`config.mk`:
```
export PLATFORM = sky130hd
export DESIGN_NAME = psled_top
export DESIGN_NICKNAME = d
export VERILOG_FILES = /design/src/psled_pkg.sv /design/src/psled_ev_if.sv /design/src/psled_stretch.sv /design/src/psled_top.sv
export SDC_FILE = /design/constraint.sdc
export NUM_CORES = 1
export LEC_CHECK = 0
export ABC_AREA = 1
export BUFFER_PORTS_ARGS = -buffer_cell sky130_fd_sc_hd__buf_2
export CORE_ASPECT_RATIO = 1.4
export CORE_MARGIN = 2
export CORE_UTILIZATION = 35
export CTS_BUF_LIST = sky130_fd_sc_hd__clkbuf_8
export DETAILED_ROUTE_END_ITERATION = 8
export PLACE_DENSITY = 0.52
export SYNTH_ARGS = -nofsm -noshare
export SYNTH_HDL_FRONTEND = slang
export SYNTH_SLANG_ARGS = --single-unit
```
`constraint.sdc`:
```
create_clock -name i_sys_clk -period 2.7 [get_ports i_sys_clk]
set_input_delay 0.27 -clock i_sys_clk [delete_from_list [all_inputs] [get_ports i_sys_clk]]
set_output_delay 0.27 -clock i_sys_clk [all_outputs]
set_load 0.005 [all_outputs]
```
`src/psled_pkg.sv`:
```
// Package: register map, field layout and timing constants for the port status LED driver
package psled_pkg;

  // ------------------------------------------------------------
  // Register map
  // ------------------------------------------------------------
  localparam logic [11:0] PSLED_LED_CONFIG_ADDR = 12'h1BC;
  localparam logic [11:0] PSLED_CONTROL_ADDR    = 12'h1C0;
  localparam logic [11:0] PSLED_STATUS_ADDR     = 12'h1C4;

  // ------------------------------------------------------------
  // Field positions
  // ------------------------------------------------------------
  localparam int PSLED_EN_LSB     = 0;
  localparam int PSLED_EN_MSB     = 5;
  localparam int PSLED_FUN_LSB    = 8;
  localparam int PSLED_FUN_MSB    = 10;
  localparam int PSLED_DIS_BIT    = 0;
  localparam int PSLED_GPIO_D_LSB = 8;
  localparam int PSLED_GPIO_B_LSB = 16;
  localparam int PSLED_GPIO_O_LSB = 24;

  // ------------------------------------------------------------
  // Function codes and reset values
  // ------------------------------------------------------------
  localparam logic [2:0]  PSLED_FUN_RAW      = 3'h7;
  localparam logic [2:0]  PSLED_FUN_RSVD     = 3'h6;
  localparam logic [31:0] PSLED_CONTROL_RST  = 32'h0000_0000;

  // ------------------------------------------------------------
  // Timing
  // ------------------------------------------------------------
  localparam int PSLED_CLK_HZ      = 25_000_000;
  localparam int PSLED_STRETCH_MS  = 80;
  localparam int PSLED_STRETCH_CYC = PSLED_CLK_HZ / 1000 * PSLED_STRETCH_MS;

  typedef enum logic [1:0] {
    PSLED_ST_IDLE    = 2'b00,
    PSLED_ST_PULSE   = 2'b01,
    PSLED_ST_RECOVER = 2'b10
  } psled_stretch_t;

endpackage

```
`src/psled_ev_if.sv`:
```
// Interface: one traffic event into a pulse stretcher and its stretched output
`timescale 1ns/1ps
interface psled_ev_if;
  logic event_in;
  logic pulse_out;
  modport src (output event_in, input pulse_out);
  modport str (input event_in, output pulse_out);
endinterface

```
`src/psled_stretch.sv`:
```
// Pulse stretcher: fixed active pulse followed by fixed recovery time
`timescale 1ns/1ps
module psled_stretch
  import psled_pkg::*;
#(
  parameter int CYCLES = PSLED_STRETCH_CYC
) (
  // Clock and reset
  input  wire logic i_sys_clk,
  input  wire logic i_rst_b,
  // Event and pulse
  psled_ev_if.str   ev
);

  if (CYCLES < 1) begin : g_bad_cycles
    $error("psled_stretch: CYCLES must be at least 1");
  end

  localparam int CW = $clog2(CYCLES + 1);

  psled_stretch_t state_r;
  logic [CW-1:0]  count_r;

  // ------------------------------------------------------------
  // Pulse, then recovery; events during either are dropped
  // ------------------------------------------------------------
  always_ff @(posedge i_sys_clk) begin
    if (!i_rst_b) begin
      state_r <= PSLED_ST_IDLE;
      count_r <= '0;
    end else begin
      case (state_r)
        PSLED_ST_IDLE: begin
          if (ev.event_in) begin
            state_r <= PSLED_ST_PULSE;
            count_r <= CW'(CYCLES - 1);
          end
        end
        PSLED_ST_PULSE: begin
          if (count_r == '0) begin
            state_r <= PSLED_ST_RECOVER;
            count_r <= CW'(CYCLES - 1);
          end else begin
            count_r <= count_r - 1'b1;
          end
        end
        PSLED_ST_RECOVER: begin
          if (count_r == '0) begin
            state_r <= PSLED_ST_IDLE;
          end else begin
            count_r <= count_r - 1'b1;
          end
        end
        default: begin
          state_r <= PSLED_ST_IDLE;
          count_r <= '0;
        end
      endcase
    end
  end

  assign ev.pulse_out = (state_r == PSLED_ST_PULSE);

endmodule

```
`src/psled_top.sv`:
```
// Top: port status LED driver for six shared GPIO/LED pins behind AHB-Lite
`timescale 1ns/1ps

// What this block does
// - Active level is inverse of hard strap
// - Stretched modes show inactive as undriven
// - LED pins disable input buffer and pull-up
// - Transmit pulses 80 ms, recovers 80 ms
// - Receive pulses 80 ms, ignores link
// - Activity idles inactive, pulses 80 ms
// - Activity gated by link, or passed ungated with external MII
// - Link steady active with valid link
// - Link/activity pulses inactive on traffic
// - Fast link active only at 100 Mbps
// - Fast link/activity blinks off on traffic
// - Slow link active only at 10 Mbps
// - Slow link/activity blinks off on traffic
// - Duplex steady, collisions pulse in half duplex
// - Speed active at 100, inactive otherwise
// - Code 111b uses push-pull true polarity
// - Code 111b passes raw transmit/receive signals
// - Enable bits 5:0 pick GPIO or LED
// - Function bits 10:8 pick pin indications
// - Reset loads function and enable fields from straps, control fields to zero
// - GPIO output follows GPIO settings only
// - Global disable: undriven or push-pull inactive
module psled_top
  import psled_pkg::*;
#(
  parameter int NPORT         = 3,
  parameter int NPIN          = 6,
  parameter int STRETCH_CYCLES = PSLED_STRETCH_CYC
) (
  // Clock and reset
  input  wire logic              i_sys_clk,
  input  wire logic              i_rst_b,
  // AHB-Lite slave
  input  wire logic              i_hsel,
  input  wire logic [31:0]       i_haddr,
  input  wire logic [1:0]        i_htrans,
  input  wire logic              i_hwrite,
  input  wire logic [2:0]        i_hsize,
  input  wire logic [31:0]       i_hwdata,
  input  wire logic              i_hready,
  output logic      [31:0]       o_hrdata,
  output logic                   o_hreadyout,
  output logic                   o_hresp,
  // Configuration straps (held stable through reset)
  input  wire logic [2:0]        i_function_select_strap,
  input  wire logic [NPIN-1:0]   i_pin_enable_strap,
  input  wire logic [NPIN-1:0]   i_polarity_strap,
  // Port status from switch fabric and PHYs
  input  wire logic [NPORT-1:0]  i_link_up,
  input  wire logic [NPORT-1:0]  i_speed_100,
  input  wire logic [NPORT-1:0]  i_full_duplex,
  input  wire logic [NPORT-1:0]  i_collision,
  input  wire logic [NPORT-1:0]  i_tx_en,
  input  wire logic [NPORT-1:0]  i_rx_dv,
  input  wire logic [NPORT-1:0]  i_ext_mii,
  // Shared pins
  output logic      [NPIN-1:0]   o_pin_out,
  output logic      [NPIN-1:0]   o_pin_oe_b,
  output logic      [NPIN-1:0]   o_pin_ibuf_en,
  output logic      [NPIN-1:0]   o_pin_pullup_en
);

  // ------------------------------------------------------------
  // Parameter checks
  // ------------------------------------------------------------
  if (NPORT != 3 || NPIN != 6) begin : g_bad_map
    $error("psled_top: map fixed to 3 ports, 6 pins");
  end
  if (STRETCH_CYCLES < 1) begin : g_bad_cycles
    $error("psled_top: STRETCH_CYCLES must be at least 1");
  end

  // ------------------------------------------------------------
  // Port status input synchronisers
  // ------------------------------------------------------------
  localparam int NSYNC = 7 * NPORT;
  logic [NSYNC-1:0] sync1_r;
  logic [NSYNC-1:0] sync2_r;

  always_ff @(posedge i_sys_clk) begin
    if (!i_rst_b) begin
      sync1_r <= '0;
      sync2_r <= '0;
    end else begin
      sync1_r <= {i_link_up, i_speed_100, i_full_duplex, i_collision,
                  i_tx_en, i_rx_dv, i_ext_mii};
      sync2_r <= sync1_r;
    end
  end

  logic [NPORT-1:0] link;
  logic [NPORT-1:0] spd100;
  logic [NPORT-1:0] fdx;
  logic [NPORT-1:0] coll;
  logic [NPORT-1:0] txen;
  logic [NPORT-1:0] rxdv;
  logic [NPORT-1:0] extm;
  assign {link, spd100, fdx, coll, txen, rxdv, extm} = sync2_r;

  // ------------------------------------------------------------
  // Straps captured after reset release
  // ------------------------------------------------------------
  logic            strap_done_r;
  logic [NPIN-1:0] polarity_r;

  always_ff @(posedge i_sys_clk) begin
    if (!i_rst_b) begin
      strap_done_r <= 1'b0;
    end else begin
      strap_done_r <= 1'b1;
    end
  end

  always_ff @(posedge i_sys_clk) begin
    if (!strap_done_r) begin
      // Hard strap only; no bus write reaches it
      polarity_r <= i_polarity_strap;
    end
  end

  // ------------------------------------------------------------
  // AHB-Lite slave
  // ------------------------------------------------------------
  logic        wr_pend_r;
  logic        rd_pend_r;
  logic [11:0] addr_r;
  logic        acc_ok;

  assign acc_ok = i_hsel && i_hready && i_htrans[1];

  always_ff @(posedge i_sys_clk) begin
    if (!i_rst_b) begin
      wr_pend_r <= 1'b0;
      rd_pend_r <= 1'b0;
      addr_r    <= '0;
    end else begin
      wr_pend_r <= acc_ok && i_hwrite;
      rd_pend_r <= acc_ok && !i_hwrite;
      if (acc_ok) begin
        addr_r <= {i_haddr[11:2], 2'b00};
      end
    end
  end

  logic [2:0]      fun_r;
  logic [NPIN-1:0] en_r;
  logic            dis_r;
  logic [NPIN-1:0] gpio_data_r;
  logic [NPIN-1:0] gpio_buf_r;
  logic [NPIN-1:0] gpio_oe_r;

  // LED configuration fields, loaded from straps on first clock after reset
  always_ff @(posedge i_sys_clk) begin
    if (!strap_done_r) begin
      fun_r <= i_function_select_strap;
      en_r  <= i_pin_enable_strap;
    end else if (wr_pend_r && addr_r == PSLED_LED_CONFIG_ADDR) begin
      fun_r <= i_hwdata[PSLED_FUN_MSB:PSLED_FUN_LSB];
      en_r  <= i_hwdata[PSLED_EN_MSB:PSLED_EN_LSB];
    end
  end

  // Control: global disable and GPIO output settings
  always_ff @(posedge i_sys_clk) begin
    if (!i_rst_b) begin
      dis_r       <= PSLED_CONTROL_RST[PSLED_DIS_BIT];
      gpio_data_r <= '0;
      gpio_buf_r  <= '0;
      gpio_oe_r   <= '0;
    end else if (wr_pend_r && addr_r == PSLED_CONTROL_ADDR) begin
      dis_r       <= i_hwdata[PSLED_DIS_BIT];
      gpio_data_r <= i_hwdata[PSLED_GPIO_D_LSB +: NPIN];
      gpio_buf_r  <= i_hwdata[PSLED_GPIO_B_LSB +: NPIN];
      gpio_oe_r   <= i_hwdata[PSLED_GPIO_O_LSB +: NPIN];
    end
  end

  logic [31:0] rd_data;
  logic [NPIN-1:0] ind;

  always_comb begin
    rd_data = '0;
    case (addr_r)
      PSLED_LED_CONFIG_ADDR: begin
        rd_data[PSLED_FUN_MSB:PSLED_FUN_LSB] = fun_r;
        rd_data[PSLED_EN_MSB:PSLED_EN_LSB]   = en_r;
      end
      PSLED_CONTROL_ADDR: begin
        rd_data[PSLED_DIS_BIT]               = dis_r;
        rd_data[PSLED_GPIO_D_LSB +: NPIN]    = gpio_data_r;
        rd_data[PSLED_GPIO_B_LSB +: NPIN]    = gpio_buf_r;
        rd_data[PSLED_GPIO_O_LSB +: NPIN]    = gpio_oe_r;
      end
      PSLED_STATUS_ADDR: begin
        rd_data[NPIN-1:0]                    = ind;
        rd_data[PSLED_GPIO_D_LSB +: NPIN]    = polarity_r;
      end
      default: rd_data = '0;
    endcase
  end

  always_ff @(posedge i_sys_clk) begin
    if (!i_rst_b) begin
      o_hrdata    <= '0;
      o_hreadyout <= 1'b1;
      o_hresp     <= 1'b0;
    end else begin
      // Reads insert one wait state so the registered data stands when sampled
      o_hreadyout <= !(acc_ok && !i_hwrite);
      o_hresp     <= 1'b0;
      o_hrdata    <= (acc_ok && !i_hwrite) ? 32'h0000_0000 : o_hrdata;
      if (rd_pend_r) begin
        o_hrdata <= rd_data;
      end
    end
  end

  // ------------------------------------------------------------
  // Stretchers: tx, rx, activity, collision per port
  // ------------------------------------------------------------
  logic [NPORT-1:0] tx_p;
  logic [NPORT-1:0] rx_p;
  logic [NPORT-1:0] act_p;
  logic [NPORT-1:0] col_p;

  for (genvar p = 0; p < NPORT; p++) begin : g_port
    psled_ev_if tx_if ();
    psled_ev_if rx_if ();
    psled_ev_if act_if ();
    psled_ev_if col_if ();
    assign tx_if.event_in  = txen[p];
    assign rx_if.event_in  = rxdv[p];
    assign act_if.event_in = txen[p] | rxdv[p];
    assign col_if.event_in = coll[p] & ~fdx[p];
    assign tx_p[p]  = tx_if.pulse_out;
    assign rx_p[p]  = rx_if.pulse_out;
    assign act_p[p] = act_if.pulse_out;
    assign col_p[p] = col_if.pulse_out;
    psled_stretch #(.CYCLES(STRETCH_CYCLES)) u_tx (
      .i_sys_clk (i_sys_clk),
      .i_rst_b   (i_rst_b),
      .ev        (tx_if)
    );
    psled_stretch #(.CYCLES(STRETCH_CYCLES)) u_rx (
      .i_sys_clk (i_sys_clk),
      .i_rst_b   (i_rst_b),
      .ev        (rx_if)
    );
    psled_stretch #(.CYCLES(STRETCH_CYCLES)) u_act (
      .i_sys_clk (i_sys_clk),
      .i_rst_b   (i_rst_b),
      .ev        (act_if)
    );
    psled_stretch #(.CYCLES(STRETCH_CYCLES)) u_col (
      .i_sys_clk (i_sys_clk),
      .i_rst_b   (i_rst_b),
      .ev        (col_if)
    );
  end

  // ------------------------------------------------------------
  // Indication functions per port
  // ------------------------------------------------------------
  logic [NPORT-1:0] f_link;
  logic [NPORT-1:0] f_act;
  logic [NPORT-1:0] f_lact;
  logic [NPORT-1:0] f_fast;
  logic [NPORT-1:0] f_fact;
  logic [NPORT-1:0] f_slow;
  logic [NPORT-1:0] f_sact;
  logic [NPORT-1:0] f_dup;
  logic [NPORT-1:0] f_spd;

  assign f_link = link;
  assign f_act  = act_p & (link | extm);
  assign f_lact = link & ~act_p;
  assign f_fast = link & spd100;
  assign f_fact = link & spd100 & ~act_p;
  assign f_slow = link & ~spd100;
  assign f_sact = link & ~spd100 & ~act_p;
  assign f_dup  = link & (fdx | col_p);
  assign f_spd  = link & spd100;

  // Pin map per function code; index 5 down to 0
  always_comb begin
    ind = '0;
    case (fun_r)
      3'h0: ind = {f_lact[2], f_dup[2], f_spd[2], f_lact[1], f_dup[1], f_spd[1]};
      3'h1: ind = {f_fact[2], f_dup[2], f_sact[2], f_fact[1], f_dup[1], f_sact[1]};
      3'h2: ind = {tx_p[0], f_lact[2], f_spd[2], rx_p[0], f_lact[1], f_spd[1]};
      3'h3: ind = {f_act[2], f_link[2], f_spd[2], f_act[1], f_link[1], f_spd[1]};
      3'h4: ind = {f_act[2], f_link[2], f_dup[2], f_act[1], f_link[1], f_dup[1]};
      3'h5: ind = {f_act[2], f_slow[2], f_fast[2], f_act[1], f_slow[1], f_fast[1]};
      PSLED_FUN_RAW: ind = {txen[0], txen[2], rxdv[2], rxdv[0], txen[1], rxdv[1]};
      default: ind = '0;
    endcase
  end

  // ------------------------------------------------------------
  // Pin drivers
  // ------------------------------------------------------------
  always_ff @(posedge i_sys_clk) begin
    if (!i_rst_b) begin
      o_pin_out       <= '0;
      o_pin_oe_b      <= '1;
      o_pin_ibuf_en   <= '1;
      o_pin_pullup_en <= '1;
    end else begin
      for (int i = 0; i < NPIN; i++) begin
        if (en_r[i]) begin
          o_pin_ibuf_en[i]   <= 1'b0;
          o_pin_pullup_en[i] <= 1'b0;
          if (fun_r == PSLED_FUN_RAW) begin
            o_pin_out[i]  <= ind[i] & ~dis_r;
            o_pin_oe_b[i] <= 1'b0;
          end else begin
            o_pin_out[i]  <= ~polarity_r[i];
            o_pin_oe_b[i] <= ~(ind[i] & ~dis_r);
          end
        end else begin
          o_pin_ibuf_en[i]   <= ~gpio_oe_r[i];
          o_pin_pullup_en[i] <= 1'b1;
          // Open-drain GPIO drives only a low
          if (gpio_oe_r[i]) begin
            o_pin_out[i]  <= gpio_data_r[i];
            o_pin_oe_b[i] <= ~(gpio_buf_r[i] | ~gpio_data_r[i]);
          end else begin
            o_pin_out[i]  <= 1'b0;
            o_pin_oe_b[i] <= 1'b1;
          end
        end
      end
    end
  end

endmodule

```
# Word level (Yosys, flattened, before mapping)
# Cells that the tools add are included.
dict set report op_classes {
  n_addsub 8
  multipliers 0
  n_div 0
  n_lt_le_gt_ge 0
  eq_ne 58
  n_shift 0
  mux 126
  n_bitwise 63
  reduce_logical 42
}
# operator count
set ops {}
lappend ops {{21-bit 2-to-1 mux} 24}
lappend ops {{21-bit case mux with 3 select lines} 8}
lappend ops {{21-bit zero test} 8}
lappend ops {{21-bit by 1-bit subtractor with 21-bit output, second input constant} 8}
lappend ops {{30-bit 2-to-1 mux} 2}
lappend ops {{1-bit 2-to-1 mux} 49}
lappend ops {{2-bit 2-to-1 mux} 24}
lappend ops {{2-bit case mux with 3 select lines} 8}
lappend ops {{6-bit case mux with 7 select lines} 1}
lappend ops {{2-bit by 1-bit inequality test with 1-bit output, second input constant} 17}
lappend ops {{1-bit NOT} 34}
lappend ops {{2-bit inequality test, second input constant} 16}
lappend ops {{10-bit by 7-bit == test with 1-bit output, second input constant} 3}
lappend ops {{6-bit 2-to-1 mux} 4}
lappend ops {{3-bit AND reduction} 8}
lappend ops {{3-bit bitwise AND} 7}
lappend ops {{2-bit by 1-bit == test with 1-bit output, second input constant} 8}
lappend ops {{2-bit == test, second input constant} 8}
lappend ops {{2-bit zero test} 8}
lappend ops {{2-bit AND reduction} 8}
lappend ops {{5-bit case mux with 2 select lines} 1}
lappend ops {{1-bit bitwise AND} 9}
lappend ops {{3-bit == test, second input constant} 3}
lappend ops {{1-bit OR} 9}
lappend ops {{12 further kinds} 22}
dict set report totals {
  reg_bits 322
  latchBits 0
  ram_bits 0
  mem_bits_ro 0
  mem_count 0
}

# Logic depth before layout (Yosys ltp)
# Gate-level depths: netlist (run 1).
dict set report depth {
  word_depth 8
  mapped_depth 12
  mapped_depth_nobuf 11
}

# By module
# A second synthesis (run 1) with hierarchy kept.
dict set report unflattened {
  hier_cells 2190
  area_unflattened_um2 14565.2
}
# mod n_inst cells_per_inst area_per_inst_um2 seq_area_each_um2
set by_module_without_submodules {}
lappend by_module_without_submodules {{psled_stretch (g_port[0].u_rx ...)} 5 252 1551.5 460.4}
lappend by_module_without_submodules {psled_top 1 677 5228.8 2712.6}
lappend by_module_without_submodules {{psled_stretch (g_port[2].u_col)} 1 253 1579.0 460.4}

# Least setup slack after synthesis (run 1)
# No wires, ideal clock.
dict set report synth_timing {
  path_type {register to register}
  startpoint {register addr_r[2]}
  endpoint {register en_r[0], enable pin}
  setup_time_ps 387
  arrival_ps 1469
  t_required_ps 2313
  setup_slack_ps 843
  path_stages_with_launch 5
  period_less_slack_ps 1857
  cell_sequence {dfxtp_1 -> nand2_1 -> nor3_1 -> nand3_1 -> o21ai_0}
}
dict set report synth_via {
  elab_chain_cells 3
}
# element line_no
set synth_rtl {}
lappend synth_rtl {{start: declaration} psled_top.sv:130} ;# logic [11:0] addr_r;
lappend synth_rtl {{start signal: assignment} psled_top.sv:144} ;# addr_r <= {i_haddr[11:2], 2'b00};
lappend synth_rtl {{10-bit by 7-bit == test with 1-bit output} psled_top.sv:161} ;# end else if (wr_pend_r && addr_r == PSLED_LED_CONFIG_ADDR) begin
lappend synth_rtl {{1-bit logical AND} psled_top.sv:161}
lappend synth_rtl {{2-bit by 1-bit inequality test with 1-bit output (no line)} --}
lappend synth_rtl {{end signal: assignment} psled_top.sv:160} ;# en_r <= i_pin_enable_strap;
lappend synth_rtl {{end signal: assignment} psled_top.sv:163} ;# en_r <= i_hwdata[PSLED_EN_MSB:PSLED_EN_LSB];
lappend synth_rtl {{end: declaration} psled_top.sv:150} ;# logic [NPIN-1:0] en_r;
# Every way passes these cells.
# A chain may end at the register's enable or synchronous reset.

# Worst setup path in the final report (run 1)
dict set report layout_timing {
  startpoint {register g_port[0].u_rx.count_r[0]}
  endpoint {register g_port[0].u_rx.count_r[10]}
}
dict set report layout_via {
  elab_chain_cells 3
  elab_cells_between_ends 7
}
# element line_no
set layout_rtl {}
lappend layout_rtl {{start: declaration} psled_stretch.sv:22} ;# logic [CW-1:0] count_r;
lappend layout_rtl {{start signal: assignment} psled_stretch.sv:36} ;# count_r <= CW'(CYCLES - 1);
lappend layout_rtl {{start signal: assignment} psled_stretch.sv:42} ;# count_r <= CW'(CYCLES - 1);
lappend layout_rtl {{start signal: assignment} psled_stretch.sv:44} ;# count_r <= count_r - 1'b1;
lappend layout_rtl {{21-bit by 1-bit subtractor with 21-bit output / 21-bit zero test (equally long branches)} --}
lappend layout_rtl {{21-bit 2-to-1 mux, or another cell as far along} psled_stretch.sv:48} ;# if (count_r == '0) begin
lappend layout_rtl {{21-bit case mux with 3 select lines / 2-bit AND reduction (equally long branches)} --}
# Several ways; a longest one is shown, not always the timed one. The select of a mux whose other input is x is not followed.

==> out/results.ini, run 1 <==
[run_status]
outcome=complete, no violations

[critical_path]
crit_chain=inv_1 > ha_1 > nand2_1 > nor2_1 > nand4_2 > nand2_2 > nor2_2 > nand2_1 > a21oi_1
r2r_start=g_port[0].u_rx.count_r[0]
start_kind=register
r2r_end=g_port[0].u_rx.count_r[10]
path_common_cell=nand2_1
max_stage_delay_ns=0.52
crit_path_end_kind=register
cp_top_family=simple AND/OR/NAND/NOR gates
reg2reg_slack_ns=0.69
crit_buf_inv=1
path_class=reg2reg
cp_data_arrival_time_ns=2.52
crit_required_ns=3.21
cp_max_fo=13
reg2reg_depth=9
slowest_stage=nor2_2
worst-path-stages=9

[min_path]
hold_path_class=in2reg
hold_end=g_port[2].u_act.count_r[0]
hold_path.startpoint=i_rst_b
hold_depth=3

[timing]
hold_slack_ns=0.180
worst_slack_ns=0.689
timing.slew.headroom_pct=56.5
fin_tns_setup_ns=0
fin_crit_sh_pct=74.5
setup_viol=0
skew_ns=0.0250
fmax_mhz=497
tightest_slew_ns=0.651
slew_viol_final=0
min_period_ns=2.01
rsz0062_at_grt=no
hold_violations=0

[power_and_ir_drop]
ir_drop_v=0.000419
power_switching_share_pct=46.5
p_seq_share_pct=31.1
p_int_uw=9730
power_frac_comb_pct=49.2
power.total_uw=18200
switchingPower_uw=8450
clkPwrFrac_pct=19.7
power_density_mw_per_mm2=1120
leakagePower_uw=0.00738

[logic_synthesis]
synth-edff-count=15
synthArstFlopShare_pct=0
synth_top_area_share_pct=36.7
ys.flop_type=dfxtp_1
synth.distinct_cells=51
yosys.area.top_type=dfxtp_1
synthesis.area_mm2=0.0137
postSynthCellCount=2005
synth_warnings=0
syn_area_per_cell_um2=6.82
seq_area_frac_synth_pct=40.0
synth.area.top_cells=dfxtp_1, nand2_1, nor2_1, inv_1, a21oi_1
synth_seq_cells=266

[floorplanning]
dieArea_mm2=0.0407
rows=85
die_y_um=238
die_w_um=171
core_area_mm2=0.0385
pin_count=168
initial_core_util_pct=35.5

[route]
vias=13000
final_antenna_net_count=0
via_per_inst=4.73
drc=0
wire_per_inst_um=13.5
wl_mm=37.2
drt-initial-drc-count=523
first_pass_iters=4

[final_layout]
nFillCells=4144
area.growth.synth_to_final_pct=18.9
final_util_pct=42.3
drive_above_1_share_pct=13.1
final_common_cell=nand2_1
nets=2318
mostFrequentLayoutCells=nand2_1, nor2_1, dfxtp_1

[clock_network]
cts_tree=yes
ctsRootBufferMaster=clkbuf_8
cts_max_level=2
cts_buffers=45
clock_latency_ns=0.58
clockBufferDepth=3
clkTransAtPathRegs_ns=0.06
clock-sinks=266

[placed_design]
gp_congestion=0.888
dpl_worst_slack_ns=0.669
portBuffers=119
place.detailed.hpwl_mm=26.2

[grt]
grt-ovfl-total=0
grt.total_usage_pct=18.2
grt_first_pass_wirelength_mm=60.9
antenna_found_initial=1
grt_pass1_vias=12800
grt_max_degree=49

[flow_run]
maxCapViolCount=0

## kinds of logic after synthesis
| kind of cell | count (synthesis) | synth area share (%) |
|---|---|---|
| adders and majority gates | 12 | 1.10 |
| and+or+nand+nor | 1090 | 34.7 |
| buffers and inverters | 294 | 9.19 |
| other | 1 | 0.0274 |
| DFF | 266 | 40.0 |
| AOI/OAI and AO/OA | 304 | 12.5 |
| xor gates and xnor gates | 38 | 2.43 |
## power groups by stage
stage,logic [uW],clock network (uW),registers (uW)
2_1_floorplan,7330,0,5520
3_3_place_gp,8800,0,5730
3_5_place_dp,8900,0,5740
4_1_cts,9020,3720,5660
5_1_grt,10300,3870,5810
6_report,8950,3580,5660
## cells in the mapped netlist, types with 5 or more instances
master and count:
dfxtp_1 251, o21ai_0 94, o21bai_1 11, ha_1 12, nor2_4 7, nand3b_1 10
o31ai_1 6, edfxtp_1 15, buf_2 15, nor3_1 16, a21oi_1 145, nand3_1 144
buf_4 16, xor2_1 29, nor2_2 18, a21oi_2 11, or2_2 5, nand4_1 32
clkbuf_1 28, nand2_1 542, inv_1 221, buf_6 7, nand2_2 11, xnor2_1 9
o21ai_2 11, o211ai_1 5, nor2_1 279
## per-layer routing
| metal | wire, um | GRT usage [%] | vias to the layer above |
|---|---|---|---|
| met5 | 0 | 0 | - |
| met1 | 15500 | 20.3 | 5931 |
| met4 | 1180 | 7.34 | 0 |
| met2 | 19100 | 34.3 | 240 |
| met3 | 1410 | 2.59 | 74 |
| li1 | - | - | 6785 |
## per-stage QoR
step | std cells | instance area, um^2
4_1_cts | 2752 | 16300
3_5_place_dp | 2605 | 14700
2_1_floorplan | 2013 | 13700
6_report | 2753 | 16300
5_1_grt | 2753 | 16300
3_3_place_gp | 2605 | 14700
## registers in the layout (all words and copies together) (netlist names), 10 cells and up
signal,cells
g_port.u_tx.count_r,21
g_port.u_col.count_r,42
g_port.u_act.count_r,42
o_hrdata,24
sync2_r,16
addr_r,10
sync1_r,16
g_port.u_rx.count_r,21
## timing repair
item / in CTS / in global routing
buffers inserted: 0 / 0
hold endpoints to repair: 63 / 0
hold buffers: 66 / 0
resized for setup: 0 / 0
## worst reg2reg max path, stage by stage (launching register included)
cell and delay, ns:
dfxtp_1 0.38, inv_1 0.08, ha_1 0.21, nand2_1 0.07, nor2_1 0.05, nand4_2 0.17
nand2_2 0.21, nor2_2 0.52, nand2_1 0.10, a21oi_1 0.16
## area by class of cell
type | count | area, um^2 | share of cell area (%)
clock buffer | 56 | 771 | 4.74
multi-input combinational | 1453 | 6990 | 43.0
inverter | 223 | 840 | 5.16
clock inverter | 25 | 115 | 0.708
antenna | 1 | 2.50 | 0.0154
timing repair buffer | 207 | 1420 | 8.75
tap | 522 | 653 | 4.02
sequential | 266 | 5480 | 33.7
## worst max-delay path by stage
stage | endpoint | slack [ns] | startpoint
2_1_floorplan | en_r[0] | 0.84 | addr_r[2]
3_3_place_gp | g_port[2].u_act.count_r[11] | 0.69 | g_port[2].u_act.count_r[8]
3_5_place_dp | g_port[0].u_rx.count_r[4] | 0.67 | g_port[0].u_rx.count_r[0]
4_1_cts | g_port[2].u_act.count_r[11] | 0.65 | g_port[2].u_act.count_r[8]
5_1_grt | g_port[0].u_rx.count_r[4] | 0.42 | g_port[0].u_rx.count_r[0]
6_report | g_port[0].u_rx.count_r[10] | 0.69 | g_port[0].u_rx.count_r[0]
No activity file was read; power rests on OpenSTA's default activity.
==> run 2, diff against run 1 <==
ABC_AREA = 0   (was 1)
PLACE_DENSITY = 0.54   (was 0.52)
clock period = 1.74 ns   (was 2.7 ns; I/O delays follow)
==> run 2 against run 1 <==
The run now ends with setup timing left. Count of clock-buffer cells in the layout is 1 higher. Register-to-register slack worse by 1.3 ns. Sequential share of layout area is 7.4 points lower. Critical endpoint is now g_port[1].u_col.count_r[17]. Largest power group unchanged.
==> out/results.ini, run 2 <==
[logic_synthesis]
synthSimpleGateAreaFrac_pct=25.6  ; was 34.7%
yosys-mux-area-fraction_pct=1.22  ; was 0%
yosys.area.top_type=dfxtp_1  ; unchanged
synth.area.top_cells=dfxtp_1, a21oi_1, nand2_1, nor2_1, edfxtp_1  ; was dfxtp_1, nand2_1, nor2_1, inv_1, a21oi_1
synth_top_area_share_pct=39.5  ; was 36.7%
synth_warnings=0  ; unchanged
syn_area_per_cell_um2=8.30  ; was 6.82 um^2
synth_xor_area_share_pct=3.51  ; was 2.43%
synth_seq_cells=266  ; unchanged
synth_top_family_by_area=simple AND/OR/NAND/NOR gates  ; unchanged
synth.distinct_cells=86  ; was 51
synth-edff-count=15  ; unchanged
synth.most_common_cell=dfxtp_1  ; was nand2_1
postSynthCellCount=1533  ; was 2005
ys.flop_type=dfxtp_1  ; unchanged
synth_compound_area_share_pct=21.1  ; was 12.5%
synth_fa_ha_area_share_pct=1.26  ; was 1.10%
synthesis.area_mm2=0.0127  ; was 0.0137 mm^2
synth_commonest_cells=dfxtp_1, nand2_1, nor2_1  ; was nand2_1, nor2_1, dfxtp_1
synthArstFlopShare_pct=0  ; unchanged
seq_area_frac_synth_pct=43.0  ; was 40.0%

[critical_path]
crit_chain=or4_4 > or4_4 > or2_0 > or4_1 > o211ai_1 > o31ai_2  ; was inv_1 > ha_1 > nand2_1 > nor2_1 > nand4_2 > nand2_2 > nor2_2 > nand2_1 > a21oi_1
max_stage_delay_ns=0.53  ; was 0.52 ns
cp_max_fo=2  ; was 13
path_class=reg2reg  ; unchanged
start_kind=register  ; unchanged
reg2reg_depth=6  ; was 9
r2r_end=g_port[1].u_col.count_r[17]  ; was g_port[0].u_rx.count_r[10]
r2r_start=g_port[1].u_col.count_r[0]  ; was g_port[0].u_rx.count_r[0]
path_common_cell=or4_4  ; was nand2_1
reg2reg_slack_ns=-0.61  ; was 0.69 ns
slowest_stage=or4_4  ; was nor2_2
crit_path_end_kind=register  ; unchanged
cp_data_arrival_time_ns=2.81  ; was 2.52 ns
crit_required_ns=2.20  ; was 3.21 ns

[grt]
antenna_found_initial=2  ; was 1
grt_max_degree=51  ; was 49
grt-ovfl-total=0  ; unchanged
grt.total_usage_pct=23.3  ; was 18.2%
grt_pass1_vias=14200  ; was 12800
grt_first_pass_wirelength_mm=71.2  ; was 60.9 mm

[clock_network]
ctsRootBufferMaster=clkbuf_8  ; unchanged
cts_buffers=45  ; unchanged
clkTransAtPathRegs_ns=0.06  ; about the same
cts_tree=yes  ; unchanged
clock_latency_ns=0.61  ; was 0.58 ns
clockBufferDepth=3  ; unchanged
cts_max_level=2  ; unchanged
clock-sinks=266  ; unchanged

[route]
vias=13900  ; was 13000
wl_mm=45.3  ; was 37.2 mm
first_pass_iters=5  ; was 4
drt-initial-drc-count=626  ; was 523
via_per_inst=5.31  ; was 4.73
final_antenna_net_count=0  ; unchanged
wire_per_inst_um=17.3  ; was 13.5 um
drc=0  ; unchanged

[power_and_ir_drop]
ir_drop_v=0.000712  ; was 0.000419 V
power_density_mw_per_mm2=963  ; was 1120 mW/mm^2
leakagePower_uw=0.00864  ; was 0.00738 uW
power.total_uw=20200  ; was 18200 uW

[timing]
fin_crit_sh_pct=135  ; was 74.5%
fmax_mhz=425  ; was 497 MHz
slew_viol_final=0  ; unchanged
tightest_slew_ns=0.800  ; was 0.651 ns
worst_slack_ns=-0.615  ; was 0.689 ns
hold_slack_ns=0.118  ; was 0.180 ns
timing.slew.headroom_pct=46.3  ; was 56.5%
setup_viol=186  ; was 0
rsz0062_at_grt=yes  ; was no
min_period_ns=2.35  ; was 2.01 ns
skew_ns=0.0426  ; was 0.0250 ns
hold_violations=0  ; unchanged

[placed_design]
dpl_worst_slack_ns=-0.601  ; was 0.669 ns
place.detailed.hpwl_mm=30.9  ; was 26.2 mm
gp_congestion=0.860  ; was 0.888
portBuffers=119  ; unchanged
dpl-instance-area_mm2=0.0169  ; was 0.0147 mm^2

[final_layout]
final_common_cell=buf_4  ; was nand2_1
mostFrequentLayoutCells=buf_4, dfxtp_1, nor2_1  ; was nand2_1, nor2_1, dfxtp_1
nets=2243  ; was 2318
drive_above_1_share_pct=47.6  ; was 13.1%
area.growth.synth_to_final_pct=65.2  ; was 18.9%
finalInstanceArea_mm2=0.0210  ; was 0.0163 mm^2
multiInputGateArea_mm2=0.00872  ; was 0.00699 mm^2
largestRegisters=g_port.u_act.count_r x42, g_port.u_col.count_r x42, o_hrdata x24  ; unchanged
seq_area_mm2=0.00552  ; was 0.00548 mm^2
nFillCells=3138  ; was 4144

[floorplanning]
core_area_mm2=0.0358  ; was 0.0385 mm^2
rows=82  ; was 85
dieArea_mm2=0.0379  ; was 0.0407 mm^2
die_y_um=230  ; was 238 um
die_w_um=165  ; was 171 um
pin_count=168  ; unchanged
initial_core_util_pct=35.5  ; about the same

[run_status]
outcome=finished with violations  ; was complete, no violations
violations=setup timing

[min_path]
hold_depth=5  ; was 3
hold_path_class=in2reg  ; unchanged
hold_end=addr_r[3]  ; was g_port[2].u_act.count_r[0]
hold_path.startpoint=i_hready  ; was i_rst_b

[flow_run]
maxCapViolCount=0  ; unchanged

-- run 2: changes by cell type in the layout (fill, tap and decap cells not counted), moves of 31 or more --
| cell | previous run | this run |
|---|---|---|
| a21oi_1 | 145 | 74 |
| buf_4 | 23 | 330 |
| inv_1 | 236 | 48 |
| nand3_1 | 144 | 33 |
| nand2_1 | 542 | 124 |
| buf_6 | 0 | 87 |
| dfxtp_2 | 0 | 32 |
| and2_1 | 2 | 33 |
| a21oi_2 | 11 | 52 |
| o21ai_0 | 94 | 35 |
| nor2_1 | 279 | 125 |
| dfxtp_1 | 251 | 218 |
-- run 2: final cells by class --
type | instances | area share (%)
diodes | 1 | 0.0119
clock buffers | 57 | 3.73
flip-flops and latches | 266 | 26.2
well taps | 462 | 2.75
clock inverters | 25 | 0.833
repair buffers | 620 | 24.1
inverters | 45 | 0.827
multi-input cells | 1143 | 41.5
-- run 2: worst max-delay path by stage --
stage,start,end,slack [ns],depth (start not counted)
finish,g_port[1].u_col.count_r[0],g_port[1].u_col.count_r[17],-0.61,6
global route,g_port[1].u_col.count_r[0],g_port[1].u_col.count_r[17],-0.65,6
CTS,g_port[1].u_col.count_r[0],g_port[1].u_col.count_r[17],-0.59,6
detailed placement,g_port[1].u_col.count_r[0],g_port[1].u_col.count_r[17],-0.60,6
global placement,g_port[1].u_col.count_r[0],g_port[1].u_col.count_r[17],-0.63,6
floorplan,g_port[0].u_rx.count_r[14],g_port[0].u_rx.count_r[20],-0.58,6
-- run 2: logic make-up after synthesis --
kind of cell             count (synthesis)
AO/OA/AOI/OAI                          410
XOR/XNOR                                51
adder cells (fa/ha/maj)                 13
buffers and inverters                  134
flip-flops                             266
multiplexers                            13
other                                    1
AND/OR/NAND/NOR                        645
-- run 2: layer usage --
layer / part of all wire, % / global-route usage [%] / vias to the layer above
met4: 4.4 / 9.97 / 2
met2: 53 / 43.4 / 341
met3: 3.7 / 3.66 / 142
li1: - / - / 6770
met5: 0.024 / 0 / -
met1: 39 / 25.7 / 6661
-- run 2: worst max-delay path, delay by kind of cell, from the launching register on --
| kind | cells | cell delay [ns] |
|---|---|---|
| compound gates | 2 | 0.30 |
| flops | 1 | 0.32 |
| simple gates | 4 | 1.62 |
-- run 2: stage by stage --
stage	util (%)	cells	setup TNS (ns)
after floorplan	-	1541	-27.36
after global placement	47.3	2402	-39.73
after detailed placement	47.3	2402	-44.00
after CTS	56.2	2595	-39.63
after global routing	58.7	2619	-56.20
final	58.7	2619	-40.67
-- run 2: timing repair --
action,4_1_cts,5_1_grt
hold endpoints to repair,67,0
setup endpoints to repair,194,202
setup buffers,40,29
pin swaps,189,173
resized for setup,315,177
hold buffers,67,0
cloned,8,0
-- run 2: power by group --
group | internal [uW] | switching [uW] | total [uW]
Combinational | 3720 | 3560 | 7280
Sequential | 6610 | 352 | 6970
Clock | 3270 | 2730 | 6000
